## src/hw/aps_pkg.sv

```systemverilog
// constants and types for the auxiliary port with chip-select strobes
// What this block does
// four aux pins, each pin configured on its own
// four modes per pin, set by fields in two pin-mode control registers
// mode 0: quasi-bidirectional port bit with pull-up, driven from port data bit
// mode 0: pin 2 feeds ext_irq_b, pin 3 feeds ext_irq_a, when enabled
// mode 1: read strobe follows bus read pulse on address match
// mode 2: write strobe follows bus write pulse on address match
// mode 3: strobe on read or write pulse with matching address
// per-pin 16-bit base comparator from high and low base registers
// low address lines can be masked; masking A1:A0 covers four addresses
// invert bit set to one makes that pin's strobe active high
// port data writes drive only mode-0 pins; strobe pins keep strobing
// port data uses bits 3 to 0; bits 7 to 4 reserved
// irq control register is bit-addressable; irq a enable at bit 0c2h
// with invert bit zero the strobe is active low
package aps_pkg;
   localparam int APS_PINS = 4;
   localparam logic [7:0] APS_ADDR_IRQ_CTRL = 8'hc0;
   localparam logic [7:0] APS_ADDR_PORT_DATA = 8'he8;
   localparam logic [7:0] APS_ADDR_MODE_A = 8'hd2;
   localparam logic [7:0] APS_ADDR_MODE_B = 8'hd3;
   localparam logic [7:0] APS_ADDR_EXT_CTRL = 8'hae;
   localparam logic [7:0] APS_ADDR_BASE_HI0 = 8'hd4;
   localparam logic [7:0] APS_ADDR_BASE_LO0 = 8'hdc;
   localparam logic [7:0] APS_BIT_MASK_HI = 8'hf8;
   localparam int APS_FIELD_W = 4;
   localparam int APS_MODE_LSB = 2;
   localparam int APS_MASK_LSB = 0;
   localparam int APS_INV_LSB = 4;
   localparam int APS_IRQ_A_EN_BIT = 2;
   localparam int APS_IRQ_B_EN_BIT = 6;
   localparam int APS_IRQ_A_PIN = 3;
   localparam int APS_IRQ_B_PIN = 2;
   localparam logic [3:0] APS_PORT_RST = 4'hf;
   localparam logic [7:0] APS_REG_RST = 8'h00;
   typedef enum logic [1:0] {APS_MODE_PORT, APS_MODE_RD, APS_MODE_WR, APS_MODE_RW} aps_mode_t;
endpackage

```

## src/hw/aps_strobe_if.sv

```systemverilog
// carrier between register side and strobe decoder
`timescale 1ns/100ps
interface aps_strobe_if;
   import aps_pkg::*;
   aps_mode_t mode [APS_PINS];
   logic [1:0] mask [APS_PINS];
   logic [15:0] base [APS_PINS];
   logic [15:0] addr;
   logic rd_act;
   logic wr_act;
   logic [APS_PINS-1:0] hit;
   modport cfg (output mode, output mask, output base, output addr, output rd_act,
      output wr_act, input hit);
   modport gen (input mode, input mask, input base, input addr, input rd_act,
      input wr_act, output hit);
endinterface

```

## src/hw/aps_strobe_gen.sv

```systemverilog
// per-pin address comparator and strobe select
`timescale 1ns/100ps
module aps_strobe_gen
   import aps_pkg::*;
(
   aps_strobe_if.gen sif
);
   // compare with 0..3 low address lines masked
   function automatic logic addr_match(logic [15:0] base, logic [15:0] addr,
      logic [1:0] mask);
      logic [15:0] care;
      care = 16'hffff << mask;
      return ((base ^ addr) & care) == 16'h0000; // see
   endfunction

   genvar i;
   generate
      for (i = 0; i < APS_PINS; i++)
      begin : g_pin
         logic hit_addr;
         logic pulse;
         assign hit_addr = addr_match(sif.base[i], sif.addr, sif.mask[i]);
         always_comb
         begin
            unique case (sif.mode[i])
               APS_MODE_PORT: pulse = 1'b0;
               APS_MODE_RD: pulse = sif.rd_act;
               APS_MODE_WR: pulse = sif.wr_act;
               APS_MODE_RW: pulse = sif.rd_act | sif.wr_act;
            endcase
         end
         assign sif.hit[i] = pulse & hit_addr;
      end
   endgenerate
endmodule // aps_strobe_gen

```

## src/hw/aps_aux_port.sv

```systemverilog
// auxiliary port: special-function registers, pin drivers, irq taps
`timescale 1ns/100ps
module aps_aux_port
   import aps_pkg::*;
(
   input wire logic clk,
   input wire logic rst,
   input wire logic [7:0] sfr_addr,
   input wire logic [7:0] sfr_wdata,
   input wire logic sfr_wr,
   input wire logic sfr_rd,
   input wire logic sfr_bit_wr,
   input wire logic [7:0] sfr_bit_addr,
   input wire logic sfr_bit_val,
   output logic [7:0] sfr_rdata,
   input wire logic [15:0] ext_addr,
   input wire logic ext_rd_n,
   input wire logic ext_wr_n,
   input wire logic [3:0] pin_in,
   output logic [3:0] pin_out,
   output logic [3:0] pin_oe_n,
   output logic ext_irq_a_n,
   output logic ext_irq_b_n
);
   logic [3:0] port_data_ff, nxt_port_data;
   logic [7:0] irq_ctrl_ff, nxt_irq_ctrl;
   logic [7:0] mode_a_ff, nxt_mode_a;
   logic [7:0] mode_b_ff, nxt_mode_b;
   logic [7:0] ext_ctrl_ff, nxt_ext_ctrl;
   logic [7:0] base_hi_ff [APS_PINS];
   logic [7:0] nxt_base_hi [APS_PINS];
   logic [7:0] base_lo_ff [APS_PINS];
   logic [7:0] nxt_base_lo [APS_PINS];
   logic [7:0] rdata_ff, nxt_rdata;
   logic [3:0] out_ff, nxt_out;
   logic [3:0] oe_n_ff, nxt_oe_n;
   logic irq_a_ff, nxt_irq_a;
   logic irq_b_ff, nxt_irq_b;
   logic [15:0] mode_all;
   logic [3:0] inv;

   aps_strobe_if sif ();

   // per-pin configuration field
   function automatic logic [3:0] pin_field(logic [15:0] all, int pin);
      return all[pin*APS_FIELD_W +: APS_FIELD_W];
   endfunction

   function automatic aps_mode_t pin_mode(logic [15:0] all, int pin);
      logic [3:0] f;
      f = pin_field(all, pin);
      return aps_mode_t'(f[APS_MODE_LSB +: 2]);
   endfunction

   assign mode_all = {mode_b_ff, mode_a_ff};
   assign inv = ext_ctrl_ff[APS_INV_LSB +: APS_PINS];

   genvar g;
   generate
      for (g = 0; g < APS_PINS; g++)
      begin : g_cfg
         logic [3:0] fld;
         assign fld = pin_field(mode_all, g);
         assign sif.mode[g] = pin_mode(mode_all, g);
         assign sif.mask[g] = fld[APS_MASK_LSB +: 2];
         assign sif.base[g] = {base_hi_ff[g], base_lo_ff[g]};
      end
   endgenerate
   assign sif.addr = ext_addr;
   assign sif.rd_act = ~ext_rd_n;
   assign sif.wr_act = ~ext_wr_n;

   aps_strobe_gen u_gen (
      .sif(sif.gen)
   );

   // register writes, byte then bit
   always_comb
   begin
      nxt_port_data = port_data_ff;
      nxt_irq_ctrl = irq_ctrl_ff;
      nxt_mode_a = mode_a_ff;
      nxt_mode_b = mode_b_ff;
      nxt_ext_ctrl = ext_ctrl_ff;
      nxt_base_hi = base_hi_ff;
      nxt_base_lo = base_lo_ff;
      if (sfr_wr)
      begin
         unique case (sfr_addr)
            APS_ADDR_PORT_DATA: nxt_port_data = sfr_wdata[3:0];
            APS_ADDR_IRQ_CTRL: nxt_irq_ctrl = sfr_wdata;
            APS_ADDR_MODE_A: nxt_mode_a = sfr_wdata;
            APS_ADDR_MODE_B: nxt_mode_b = sfr_wdata;
            APS_ADDR_EXT_CTRL: nxt_ext_ctrl = sfr_wdata;
            default:
            begin
               for (int i = 0; i < APS_PINS; i++)
               begin
                  if (sfr_addr == APS_ADDR_BASE_HI0 + 8'(i))
                     nxt_base_hi[i] = sfr_wdata;
                  if (sfr_addr == APS_ADDR_BASE_LO0 + 8'(i))
                     nxt_base_lo[i] = sfr_wdata;
               end
            end
         endcase
      end
      if (sfr_bit_wr)
      begin
         if ((sfr_bit_addr & APS_BIT_MASK_HI) == APS_ADDR_IRQ_CTRL)
            nxt_irq_ctrl[sfr_bit_addr[2:0]] = sfr_bit_val;
         if ((sfr_bit_addr & APS_BIT_MASK_HI) == APS_ADDR_PORT_DATA && !sfr_bit_addr[2])
            nxt_port_data[sfr_bit_addr[1:0]] = sfr_bit_val;
      end
   end

   // read data, unmapped reads zero
   always_comb
   begin
      nxt_rdata = 8'h00;
      if (sfr_rd)
      begin
         unique case (sfr_addr)
            APS_ADDR_PORT_DATA: nxt_rdata = {4'h0, pin_in};
            APS_ADDR_IRQ_CTRL: nxt_rdata = irq_ctrl_ff;
            APS_ADDR_MODE_A: nxt_rdata = mode_a_ff;
            APS_ADDR_MODE_B: nxt_rdata = mode_b_ff;
            APS_ADDR_EXT_CTRL: nxt_rdata = ext_ctrl_ff;
            default:
            begin
               for (int i = 0; i < APS_PINS; i++)
               begin
                  if (sfr_addr == APS_ADDR_BASE_HI0 + 8'(i))
                     nxt_rdata = base_hi_ff[i];
                  if (sfr_addr == APS_ADDR_BASE_LO0 + 8'(i))
                     nxt_rdata = base_lo_ff[i];
               end
            end
         endcase
      end
   end

   // pin drivers and irq taps
   always_comb
   begin
      for (int i = 0; i < APS_PINS; i++)
      begin
         if (sif.mode[i] == APS_MODE_PORT)
         begin
            nxt_out[i] = 1'b0;
            nxt_oe_n[i] = port_data_ff[i]; // see
         end
         else
         begin
            nxt_out[i] = sif.hit[i] ~^ inv[i]; // see
            nxt_oe_n[i] = 1'b0;
         end
      end
      nxt_irq_a = 1'b1;
      nxt_irq_b = 1'b1;
      if (sif.mode[APS_IRQ_A_PIN] == APS_MODE_PORT && irq_ctrl_ff[APS_IRQ_A_EN_BIT])
         nxt_irq_a = pin_in[APS_IRQ_A_PIN];
      if (sif.mode[APS_IRQ_B_PIN] == APS_MODE_PORT && irq_ctrl_ff[APS_IRQ_B_EN_BIT])
         nxt_irq_b = pin_in[APS_IRQ_B_PIN];
   end

   always_ff @(posedge clk)
   begin
      if (rst)
      begin
         port_data_ff <= APS_PORT_RST;
         irq_ctrl_ff <= APS_REG_RST;
         mode_a_ff <= APS_REG_RST;
         mode_b_ff <= APS_REG_RST;
         ext_ctrl_ff <= APS_REG_RST;
         for (int i = 0; i < APS_PINS; i++)
         begin
            base_hi_ff[i] <= APS_REG_RST;
            base_lo_ff[i] <= APS_REG_RST;
         end
         rdata_ff <= APS_REG_RST;
         out_ff <= 4'h0;
         oe_n_ff <= 4'hf;
         irq_a_ff <= 1'b1;
         irq_b_ff <= 1'b1;
      end
      else
      begin
         port_data_ff <= nxt_port_data;
         irq_ctrl_ff <= nxt_irq_ctrl;
         mode_a_ff <= nxt_mode_a;
         mode_b_ff <= nxt_mode_b;
         ext_ctrl_ff <= nxt_ext_ctrl;
         base_hi_ff <= nxt_base_hi;
         base_lo_ff <= nxt_base_lo;
         rdata_ff <= nxt_rdata;
         out_ff <= nxt_out;
         oe_n_ff <= nxt_oe_n;
         irq_a_ff <= nxt_irq_a;
         irq_b_ff <= nxt_irq_b;
      end
   end

   assign sfr_rdata = rdata_ff;
   assign pin_out = out_ff;
   assign pin_oe_n = oe_n_ff;
   assign ext_irq_a_n = irq_a_ff;
   assign ext_irq_b_n = irq_b_ff;
endmodule // aps_aux_port

```

## config.mk

```make
export PLATFORM = sky130hd
export DESIGN_NAME = aps_aux_port
export DESIGN_NICKNAME = d
export VERILOG_FILES = /design/src/hw/aps_pkg.sv /design/src/hw/aps_strobe_if.sv /design/src/hw/aps_strobe_gen.sv /design/src/hw/aps_aux_port.sv
export SDC_FILE = /design/constraint.sdc
export NUM_CORES = 1
export LEC_CHECK = 0
export CAP_MARGIN = 0
export CORE_ASPECT_RATIO = 0.9
export CORE_MARGIN = 4
export CORE_UTILIZATION = 25
export CTS_CLUSTER_SIZE = 12
export DETAILED_ROUTE_END_ITERATION = 10
export DONT_BUFFER_PORTS = 1
export PLACE_DENSITY = 0.44
export SLEW_MARGIN = 20
export SYNTH_ARGS = -nofsm -noshare
export SYNTH_HDL_FRONTEND = slang
export SYNTH_SLANG_ARGS = --single-unit
```

## constraint.sdc

```tcl
create_clock -name clk -period 1.7 [get_ports clk]
set_input_delay 0.085 -clock clk [delete_from_list [all_inputs] [get_ports clk]]
set_output_delay 0.085 -clock clk [all_outputs]
set_load 0.005 [all_outputs]
```

==> flow_summary.ini, run 1 <==
[detailed_routing]
final_antenna_net_count = 0
wl_um = 27500
drtPass1Iterations = 5
via_per_inst = 5.20
dr.first_iter.drc_count = 537
vias = 6211
wl_per_cell_um = 23.0
drc = 0

[yosys]
synth_nets = 811
synth_area_leaders = dfxtp_1 (37%), mux2i_1 (11%), nand2_1 (6.1%), nor2_1 (4.9%), a21oi_1 (4.7%)
synthArstFlopShare_pct = 0
yosysMostFrequentCell = dfxtp_1
synth_ff_type = dfxtp_1
syn_area_um2 = 6350
ys_types = 66
synthTopCellsByCount = dfxtp_1 (118), nand2_1 (103), nor2_1 (83)
synth_top_area_cell = dfxtp_1
yosysSeqAreaShare_pct = 37.2
synthCells = 759
synth.avg_cell_area_um2 = 8.37
synth_top_area_share_pct = 37.2
synth_edf_count = 0
yosysWarnings = 0
ys_ff_latch = 118

[timing]
fin_ws_ns = -0.0271
worst_pin_slew_ns = 0.784
rsz0062_at_grt = true
finalHoldViolCount = 0
whs_ns = 0.0261
fin_tns_setup_ns = -0.0308
setup_viol = 2
fmax_mhz = 579
maxSlewViolCount = 0
maxSlewHeadroom_pct = 47.6
finalCritPeriodShare_pct = 102
finClkSkew_ns = 0.00954
period_needed_ns = 1.73

[critical_path]
r2r_slack_ns = -0.03
cp.arrival_ns = 2.04
path_cells = xnor2_2 -> a21oi_2 -> or4_4 -> o31a_1 -> nor4_2
crit_required_ns = 2.01
critPathKind = reg -> reg
path_max_fanout = 3
critical-path-slowest-cell = or4_4
crit_path_start_kind = flip-flop
end_kind = flip-flop
max_stage_delay_ns = 0.57

[global_routing]
grt_pass1_wl_um = 40500
met3_usage_pct = 5.37
grt_max_degree = 81
grt_usage_pct = 19.5
busiest_layer = met2
met2_usage_pct = 28.8
globalRouteOverflowTotal = 0
grt_pass1_vias = 5880
antenna_found_initial = 0
met1_usage_pct = 27.9

[final_layout]
n_antenna_cell = 0
nNetsFinal = 891
layout-drive-gt1-share_pct = 17.7
syn2layout_area_growth_pct = 30.9
final_util_pct = 33.2

[clocking]
root_buffer = clkbuf_16
cts.sinks = 118
ctsHtreeMaxLevel = 4
clock_latency_ns = 0.42
clock_path_buffers = 2
path_clk_slew_ns = 0.06
cts-buffers-inserted = 17
cts_tree = done

[die]
die_h_um = 159
dieArea_um2 = 28000
placeableCoreArea_um2 = 25000
die_w_um = 176
initial_utilization_pct = 25.4
io_pins = 70
rows = 55

[placed_design]
dp_hpwl_um = 18900
portBuffers = 0
gp_congestion = 0.993
pre_cts_ws_ns = -0.218

[hold_path]
hp-class = in -> reg

[outcome]
status = complete, but fails checks
violations = negative setup slack

[power]
leakage_nw = 3.35
vdd_ir_drop_max_mv = 0.665
p_per_area_nw_per_um2 = 875

[flow_run]
cap_violations = 0
layer usage:
layer	wire, um	vias up
met1	12600	3032
met5	0	-
met2	11900	262
met3	2270	46
li1	-	2871
met4	663	0
sequential cells by signal, summed over array words and instances (netlist names):
register	count
base_hi_ff	32
base_lo_ff	32
ext_ctrl_ff	8
ext_irq_a_n	1
ext_irq_b_n	1
irq_ctrl_ff	8
mode_a_ff	8
mode_b_ff	8
pin_oe_n	4
pin_out	4
port_data_ff	4
sfr_rdata	8
cell type report:
cell class / count / area (um2)
Tap cell: 342 / 428
Fill cell: 2656 / 16700
Multi-Input combinational cell: 575 / 3790
Sequential cell: 118 / 2380
Clock inverter: 7 / 165
Clock buffer: 25 / 495
Inverter: 15 / 56.3
Timing Repair Buffer: 112 / 996
report_power, final:
group | internal [mW] | switching (mW)
sequential | 2.77 | 0.00477
clock | 2.76 | 1.35
combinational | 0.165 | 0.228
total | 5.70 | 1.58
worst max-delay path, delay by kind of cell, from the launching register on:
family / cells / cell delay [ns]
xor+xnor: 1 / 0.16
simple gates: 2 / 0.77
compound gates: 2 / 0.34
flops: 1 / 0.35
what timing repair did:
item | in CTS | in global routing
hold buffers | 45 | 0
endpoints found under the hold margin | 115 | 0
pin swaps | 1 | 10
setup buffers | 0 | 0
endpoints found under the setup margin | 3 | 7
gates resized for setup | 7 | 23
cell usage in the layout (no fill, tap or decap), types with 11 or more instances in the layout:
cell type      instances
dlygate4sd3_1         44
a311oi_1              12
clkbuf_16             17
inv_1                 14
nand2_1              102
nand3_1               23
o21ai_0               13
buf_4                 65
dfxtp_1              105
nand4_1               12
a21oi_1               58
xnor2_1               27
nor2_1                82
mux2i_1               67
xor2_1                32
dfxtp_2               12
o22ai_1               11
path summary, 6_finish.rpt:
check	start	end	cells past startpoint
worst max-delay path	base_lo_ff[2]	pin_out[3]	5
worst min-delay path	sfr_bit_addr[0]	port_data_ff[0]	3
worst max register to register	base_lo_ff[2]	pin_out[3]	5
worst min register to register	irq_ctrl_ff[2]	ext_irq_a_n	1
cells by family after synthesis:
group                  Yosys count  share of synthesized area, %
flip-flops                     118                          37.2
buffers and inverters           66                          4.39
AO/OA/AOI/OAI                  151                          16.5
multiplexers                    68                          10.7
XOR/XNOR                        64                          8.82
AND/OR/NAND/NOR                292                          22.3
per-stage QoR:
stage	instances	area [um2]	power [mW]
4_1_cts	1194	8240	7.32
3_3_place_gp	1117	7090	3.09
5_1_grt	1194	8320	7.50
3_5_place_dp	1117	7090	3.09
6_report	1194	8320	7.28
2_1_floorplan	759	6350	3.12
Note: power is estimated with default switching activity, not from simulation.
==> inputs of run 2 (changes only) <==
--- a/config.mk
+++ b/config.mk
@@ -16,4 +16,5 @@
 export SLEW_MARGIN = 20
 export SYNTH_ARGS = -nofsm -noshare
 export SYNTH_HDL_FRONTEND = slang
+export SYNTH_HIERARCHICAL = 1
 export SYNTH_SLANG_ARGS = --single-unit
==> run 2 against run 1 <==
Compared with the run above: the flow now finishes without violations; clock power decreased by 7.3%; via count decreased by 9.6%; fmax increased by 8.0%; critical path type is now in -> reg; critical endpoint is now ext_ctrl_ff[3].
==> flow_summary.ini, run 2 <==
[critical_path]
crit_required_ns = 2.00
critical-path-slowest-cell = dlygate4sd3_1
cp_num_buf_inv = 2
critPathKind = in -> reg
endpoint = ext_ctrl_ff[3]
max_stage_delay_ns = 0.56
crit-reg2reg-launch = base_lo_ff[4]
r2r_end = pin_out[3]
path_max_fanout = 8
r2r_slack_ns = 0.11
cp.arrival_ns = 1.90
end_kind = flip-flop
cp.depth = 6
cp-startpoint = sfr_addr[6]
crit_path_start_kind = primary input
critPathTopFamily = simple AND/OR/NAND/NOR gates
path_cells = nand4bb_1 -> or4_1 -> buf_4 -> mux2i_1 -> nor2_1 -> dlygate4sd3_1
reg2reg_depth = 6

[power]
pwr-share-seq_pct = 40.0
internal_power_mw = 5.40
comb_power_share_pct = 5.1
vdd_ir_drop_max_mv = 0.624
p_sw_mw = 1.54
clkPwrFrac_pct = 54.9
leakage_nw = 3.71
switching_share_pct = 22.3
p_per_area_nw_per_um2 = 829

[clocking]
ctsHtreeMaxLevel = 4
post-cts-setup-buffers = 0
path_clk_slew_ns = 0.05
cts.sinks = 118
clock_path_buffers = 2
cts-buffers-inserted = 17
cts_tree = done
root_buffer = clkbuf_16
clock_latency_ns = 0.42

[yosys]
ys_types = 56
synthArstFlopShare_pct = 0
ys_ff_latch = 118
synth_top_area_share_pct = 37.9
synth_nets = 715
synth_top_area_cell = dfxtp_1
yosysSeqAreaShare_pct = 37.9
synth_area_leaders = dfxtp_1 (38%), mux2i_1 (20%), nor2_1 (7.1%), xor2_1 (6.2%), xnor2_1 (3.4%)
synthTopCellsByCount = mux2i_1 (125), dfxtp_1 (118), nor2_1 (117)
yosysWarnings = 6
synth_edf_count = 0
synthCells = 663
syn_area_um2 = 6220
yosysMostFrequentCell = mux2i_1
synth.avg_cell_area_um2 = 9.39
synth_ff_type = dfxtp_1

[detailed_routing]
via_per_inst = 5.01
vias = 5615
wl_um = 25200
drc = 0
drt-met1-wl_um = 11600
final_antenna_net_count = 0
wl_met2_um = 11500
dr.first_iter.drc_count = 395
dr_wl_met3_um = 1680
wl_per_cell_um = 22.5
routed.top_layer = met4
drtPass1Iterations = 6

[timing]
fmax_mhz = 625
setup_viol = 0
period_needed_ns = 1.60
finalCritPeriodShare_pct = 94.1
maxSlewHeadroom_pct = 64.0
maxSlewViolCount = 0
finClkSkew_ns = 0.00897
whs_ns = 0.0140
finalHoldViolCount = 0
worst_pin_slew_ns = 0.533
rsz0062_at_grt = false
fin_tns_setup_ns = 0
fin_ws_ns = 0.101

[global_routing]
antenna_found_initial = 0
grt_pass1_wl_um = 37800
globalRouteOverflowTotal = 0
grt_max_degree = 75
grt_pass1_vias = 5602
grt_usage_pct = 18.4

[die]
dieArea_um2 = 27500
rows = 54
die_h_um = 158
initial_utilization_pct = 25.5
io_pins = 70
die_w_um = 174
placeableCoreArea_um2 = 24400

[final_layout]
nFillCells = 2527
nNetsFinal = 825
reg_top3 = base_hi_ff (32), base_lo_ff (32)
n_antenna_cell = 0
layout-drive-gt1-share_pct = 11.2
final_common_cell = mux2i_1
syn2layout_area_growth_pct = 34.5
final_cell_mix = mux2i_1 (125), nor2_1 (117), dfxtp_1 (114)
final_util_pct = 34.3
design_area_um2 = 8370

[outcome]
status = complete, no violations

[placed_design]
dp_hpwl_um = 16800
pre_cts_ws_ns = 0.0164
gp_congestion = 0.847
placed_area_um2 = 6740
portBuffers = 0

[flow_run]
cap_violations = 0

[hold_path]
hp-class = in -> reg
worstHoldStart = sfr_bit_addr[3]
run 2: repair_timing:
action,4_1_cts,5_1_grt
endpoints found under the hold margin,115,0
setup endpoints to repair,0,5
hold buffers,98,0
gates resized for setup,0,10
run 2: how the worst min path moves through the flow:
stage / end / cells past startpoint
finish: irq_ctrl_ff[5] / 4
global route: sfr_rdata[5] / 2
CTS: sfr_rdata[6] / 3
detailed placement: mode_a_ff[3] / 1
global placement: mode_b_ff[3] / 1
floorplan: ext_irq_b_n / 2
run 2: per-layer routing:
metal	GRT usage, %	up-vias
li1	-	2616
met1	24.9	2788
met2	28.9	182
met3	5.37	29
met4	5.09	0
met5	0	-
run 2: power by group through the flow:
stage / clock, mW / combinational (mW) / sequential (mW)
floorplan: 0 / 0.289 / 2.83
global placement: 0 / 0.250 / 2.83
detailed placement: 0 / 0.247 / 2.83
CTS: 3.85 / 0.344 / 2.77
global route: 3.96 / 0.377 / 2.77
finish: 3.81 / 0.354 / 2.77
run 2: cell families (layout without fill, tap and decap cells):
group           after synthesis  count (layout)  synth area share [%]
simple gates                227             227                  18.9
mux                         131             131                  21.4
flops                       118             118                  37.9
compound gates               72              72                  8.76
xor+xnor                     68              68                  9.57
buf+inv                      47             168                  3.42
run 2: final cells by class:
cell class                 count  area, um2  share of cell area, %
timing repair buffer         132       1270                   15.2
inverter                       6       22.5                  0.269
sequential                   118       2370                   28.3
clock buffer                  20        447                   5.33
clock inverter                10        155                   1.85
multi-input combinational    498       3690                   44.0
tap                          336        420                   5.02
run 2: stage by stage:
step                total power [mW]  instances
finish                          6.94       1120
floorplan                       3.12        663
global placement                3.09        992
CTS                             6.97       1120
global route                    7.11       1120
detailed placement              3.08        992
run 2: worst register-to-register path, cell delays in order, from the launching register on:
cell and delay [ns]:
dfxtp_4 0.36, xnor2_1 0.14, nand4_1 0.16, nor4_4 0.31, o2111a_1 0.27, xor2_2 0.16
nor3_1 0.06
==> inputs of run 3 (changes only) <==
==> constraint.sdc (replaced) <==
create_clock -name clk -period 1.7 [get_ports clk]
set_input_delay 0.34 -clock clk [delete_from_list [all_inputs] [get_ports clk]]
set_output_delay 0.34 -clock clk [all_outputs]
set_load 0.005 [all_outputs]
==> run 3 against run 2 <==
Compared with the run above: clock power decreased by 9.7%; final cell count shrank 4.9%; combinational power shrank 9.9%; global-route usage down 1.5 points; sequential share of layout area is 2.2 points higher; wire length down 7.6%; total power down 5.8%; count of clock-buffer cells in the layout up 1; cell area is 7.3% lower; clock skew grew 0.00051 ns; die area unchanged.
==> flow_summary.ini, run 3 (synthesized netlist as in run 2, its figures left out) <==
[detailed_routing]
drtPass1Iterations = 5
wl_um = 23300
dr.first_iter.drc_count = 402
drc = 0
wl_per_cell_um = 21.9
vias = 5167
final_antenna_net_count = 0
via_per_inst = 4.85

[final_layout]
n_antenna_cell = 0
nNetsFinal = 769
final_cell_mix = mux2i_1 (125), nor2_1 (117), dfxtp_1 (117)
syn2layout_area_growth_pct = 24.7
final_util_pct = 31.8
design_area_um2 = 7760
reg_top3 = base_hi_ff (32), base_lo_ff (32)
layout-drive-gt1-share_pct = 15.8
final_common_cell = mux2i_1
layout.cells.non_filler = 1065

[die]
dieArea_um2 = 27500
rows = 54
placeableCoreArea_um2 = 24400
io_pins = 70
initial_utilization_pct = 25.5
die_h_um = 158
die_w_um = 174

[timing]
finalCritPeriodShare_pct = 95.9
whs_ns = 0.0271
maxSlewHeadroom_pct = 64.5
finClkSkew_ns = 0.00948
setup_viol = 0
maxSlewViolCount = 0
period_needed_ns = 1.63
finalHoldViolCount = 0
fin_tns_setup_ns = 0
fmax_mhz = 613
worst_pin_slew_ns = 0.520
fin_ws_ns = 0.0690

[power]
leakage_nw = 3.32
pwr-share-seq_pct = 42.4
p_per_area_nw_per_um2 = 842
vdd_ir_drop_max_mv = 0.613
comb_power_share_pct = 4.9
switching_share_pct = 22.8
power_mw = 6.54
p_sw_mw = 1.49
clkPwrFrac_pct = 52.7
internal_power_mw = 5.05

[critical_path]
crit_path_start_kind = primary input
path_max_fanout = 42
critPathKind = in -> reg
cp.arrival_ns = 1.94
crit_required_ns = 2.01
cp-startpoint = sfr_addr[3]
crit-reg2reg-launch = base_lo_ff[30]
end_kind = flip-flop

[global_routing]
grt_usage_pct = 16.9
globalRouteOverflowTotal = 0
antenna_found_initial = 0
grt_max_degree = 68
grt_pass1_vias = 5147
grt_pass1_wl_um = 34300

[clocking]
root_buffer = clkbuf_16
clock_path_buffers = 2
cts-buffers-inserted = 17
cts_tree = done
path_clk_slew_ns = 0.06
cts.sinks = 118
ctsHtreeMaxLevel = 4
clock_latency_ns = 0.42

[hold_path]
hp-class = in -> reg
worstHoldStart = rst

[placed_design]
gp_congestion = 0.843
placed_area_um2 = 6950
dp_hpwl_um = 16500
pre_cts_ws_ns = -0.158
portBuffers = 0
place_inst = 1012

[flow_run]
cap_violations = 0

[outcome]
status = complete, no violations
-- run 3: changes by cell type in the layout (fill, tap and decap cells not counted), sizes merged --
cell / previous run / this run
dlygate4sd3: 97 / 12
buf: 35 / 64
bufinv: 4 / 2
clkbuf: 20 / 21
clkinv: 4 / 5
clkinvlp: 2 / 3
-- run 3: worst paths after layout --
check / endpoint / slack, ns / depth (start not counted)
min: pin_oe_n[3] / 0.03 / 1
max: mode_b_ff[0] / 0.07 / 6
max reg2reg: pin_out[0] / 0.08 / 6
min reg2reg: pin_oe_n[1] / 0.45 / 1
-- run 3: power groups by stage --
| stage | clock network [mW] | registers, mW | logic, mW |
|---|---|---|---|
| final | 3.44 | 2.77 | 0.319 |
| after global routing | 3.61 | 2.77 | 0.344 |
| after CTS | 3.50 | 2.77 | 0.313 |
| after detailed placement | 0 | 2.83 | 0.254 |
| after global placement | 0 | 2.83 | 0.256 |
| after floorplan | 0 | 2.83 | 0.289 |
-- run 3: repair_timing --
| item | 4_1_cts | 5_1_grt |
|---|---|---|
| hold endpoints to repair | 78 | 0 |
| hold buffers | 14 | 0 |
| pin swaps | 0 | 3 |
| resized for setup | 1 | 6 |
| endpoints found under the setup margin | 1 | 9 |
| setup buffers | 0 | 8 |
-- run 3: critical path: stages --
cell	delay [ns]
or3b_4	0.42
nor4_4	0.19
buf_12	0.18
mux2i_1	0.19
nor2_1	0.05
dlygate4sd3_1	0.54
-- run 3: per-layer routing --
metal  routed length [um]  up-vias  GRT usage [%]
met1                11300     2497           23.8
met3                 1120       19           3.53
li1                     -     2502              -
met5                    0        -              0
met2                10600      149           26.4
met4                  329        0           4.75
-- run 3: cell type report --
class | count | area, um2
clock buffers | 21 | 440
multi-input cells | 498 | 3680
repair buffers | 76 | 721
clock inverters | 10 | 108
well taps | 336 | 420
fillers | 2599 | 16600
flip-flops and latches | 118 | 2360
inverters | 6 | 22.5
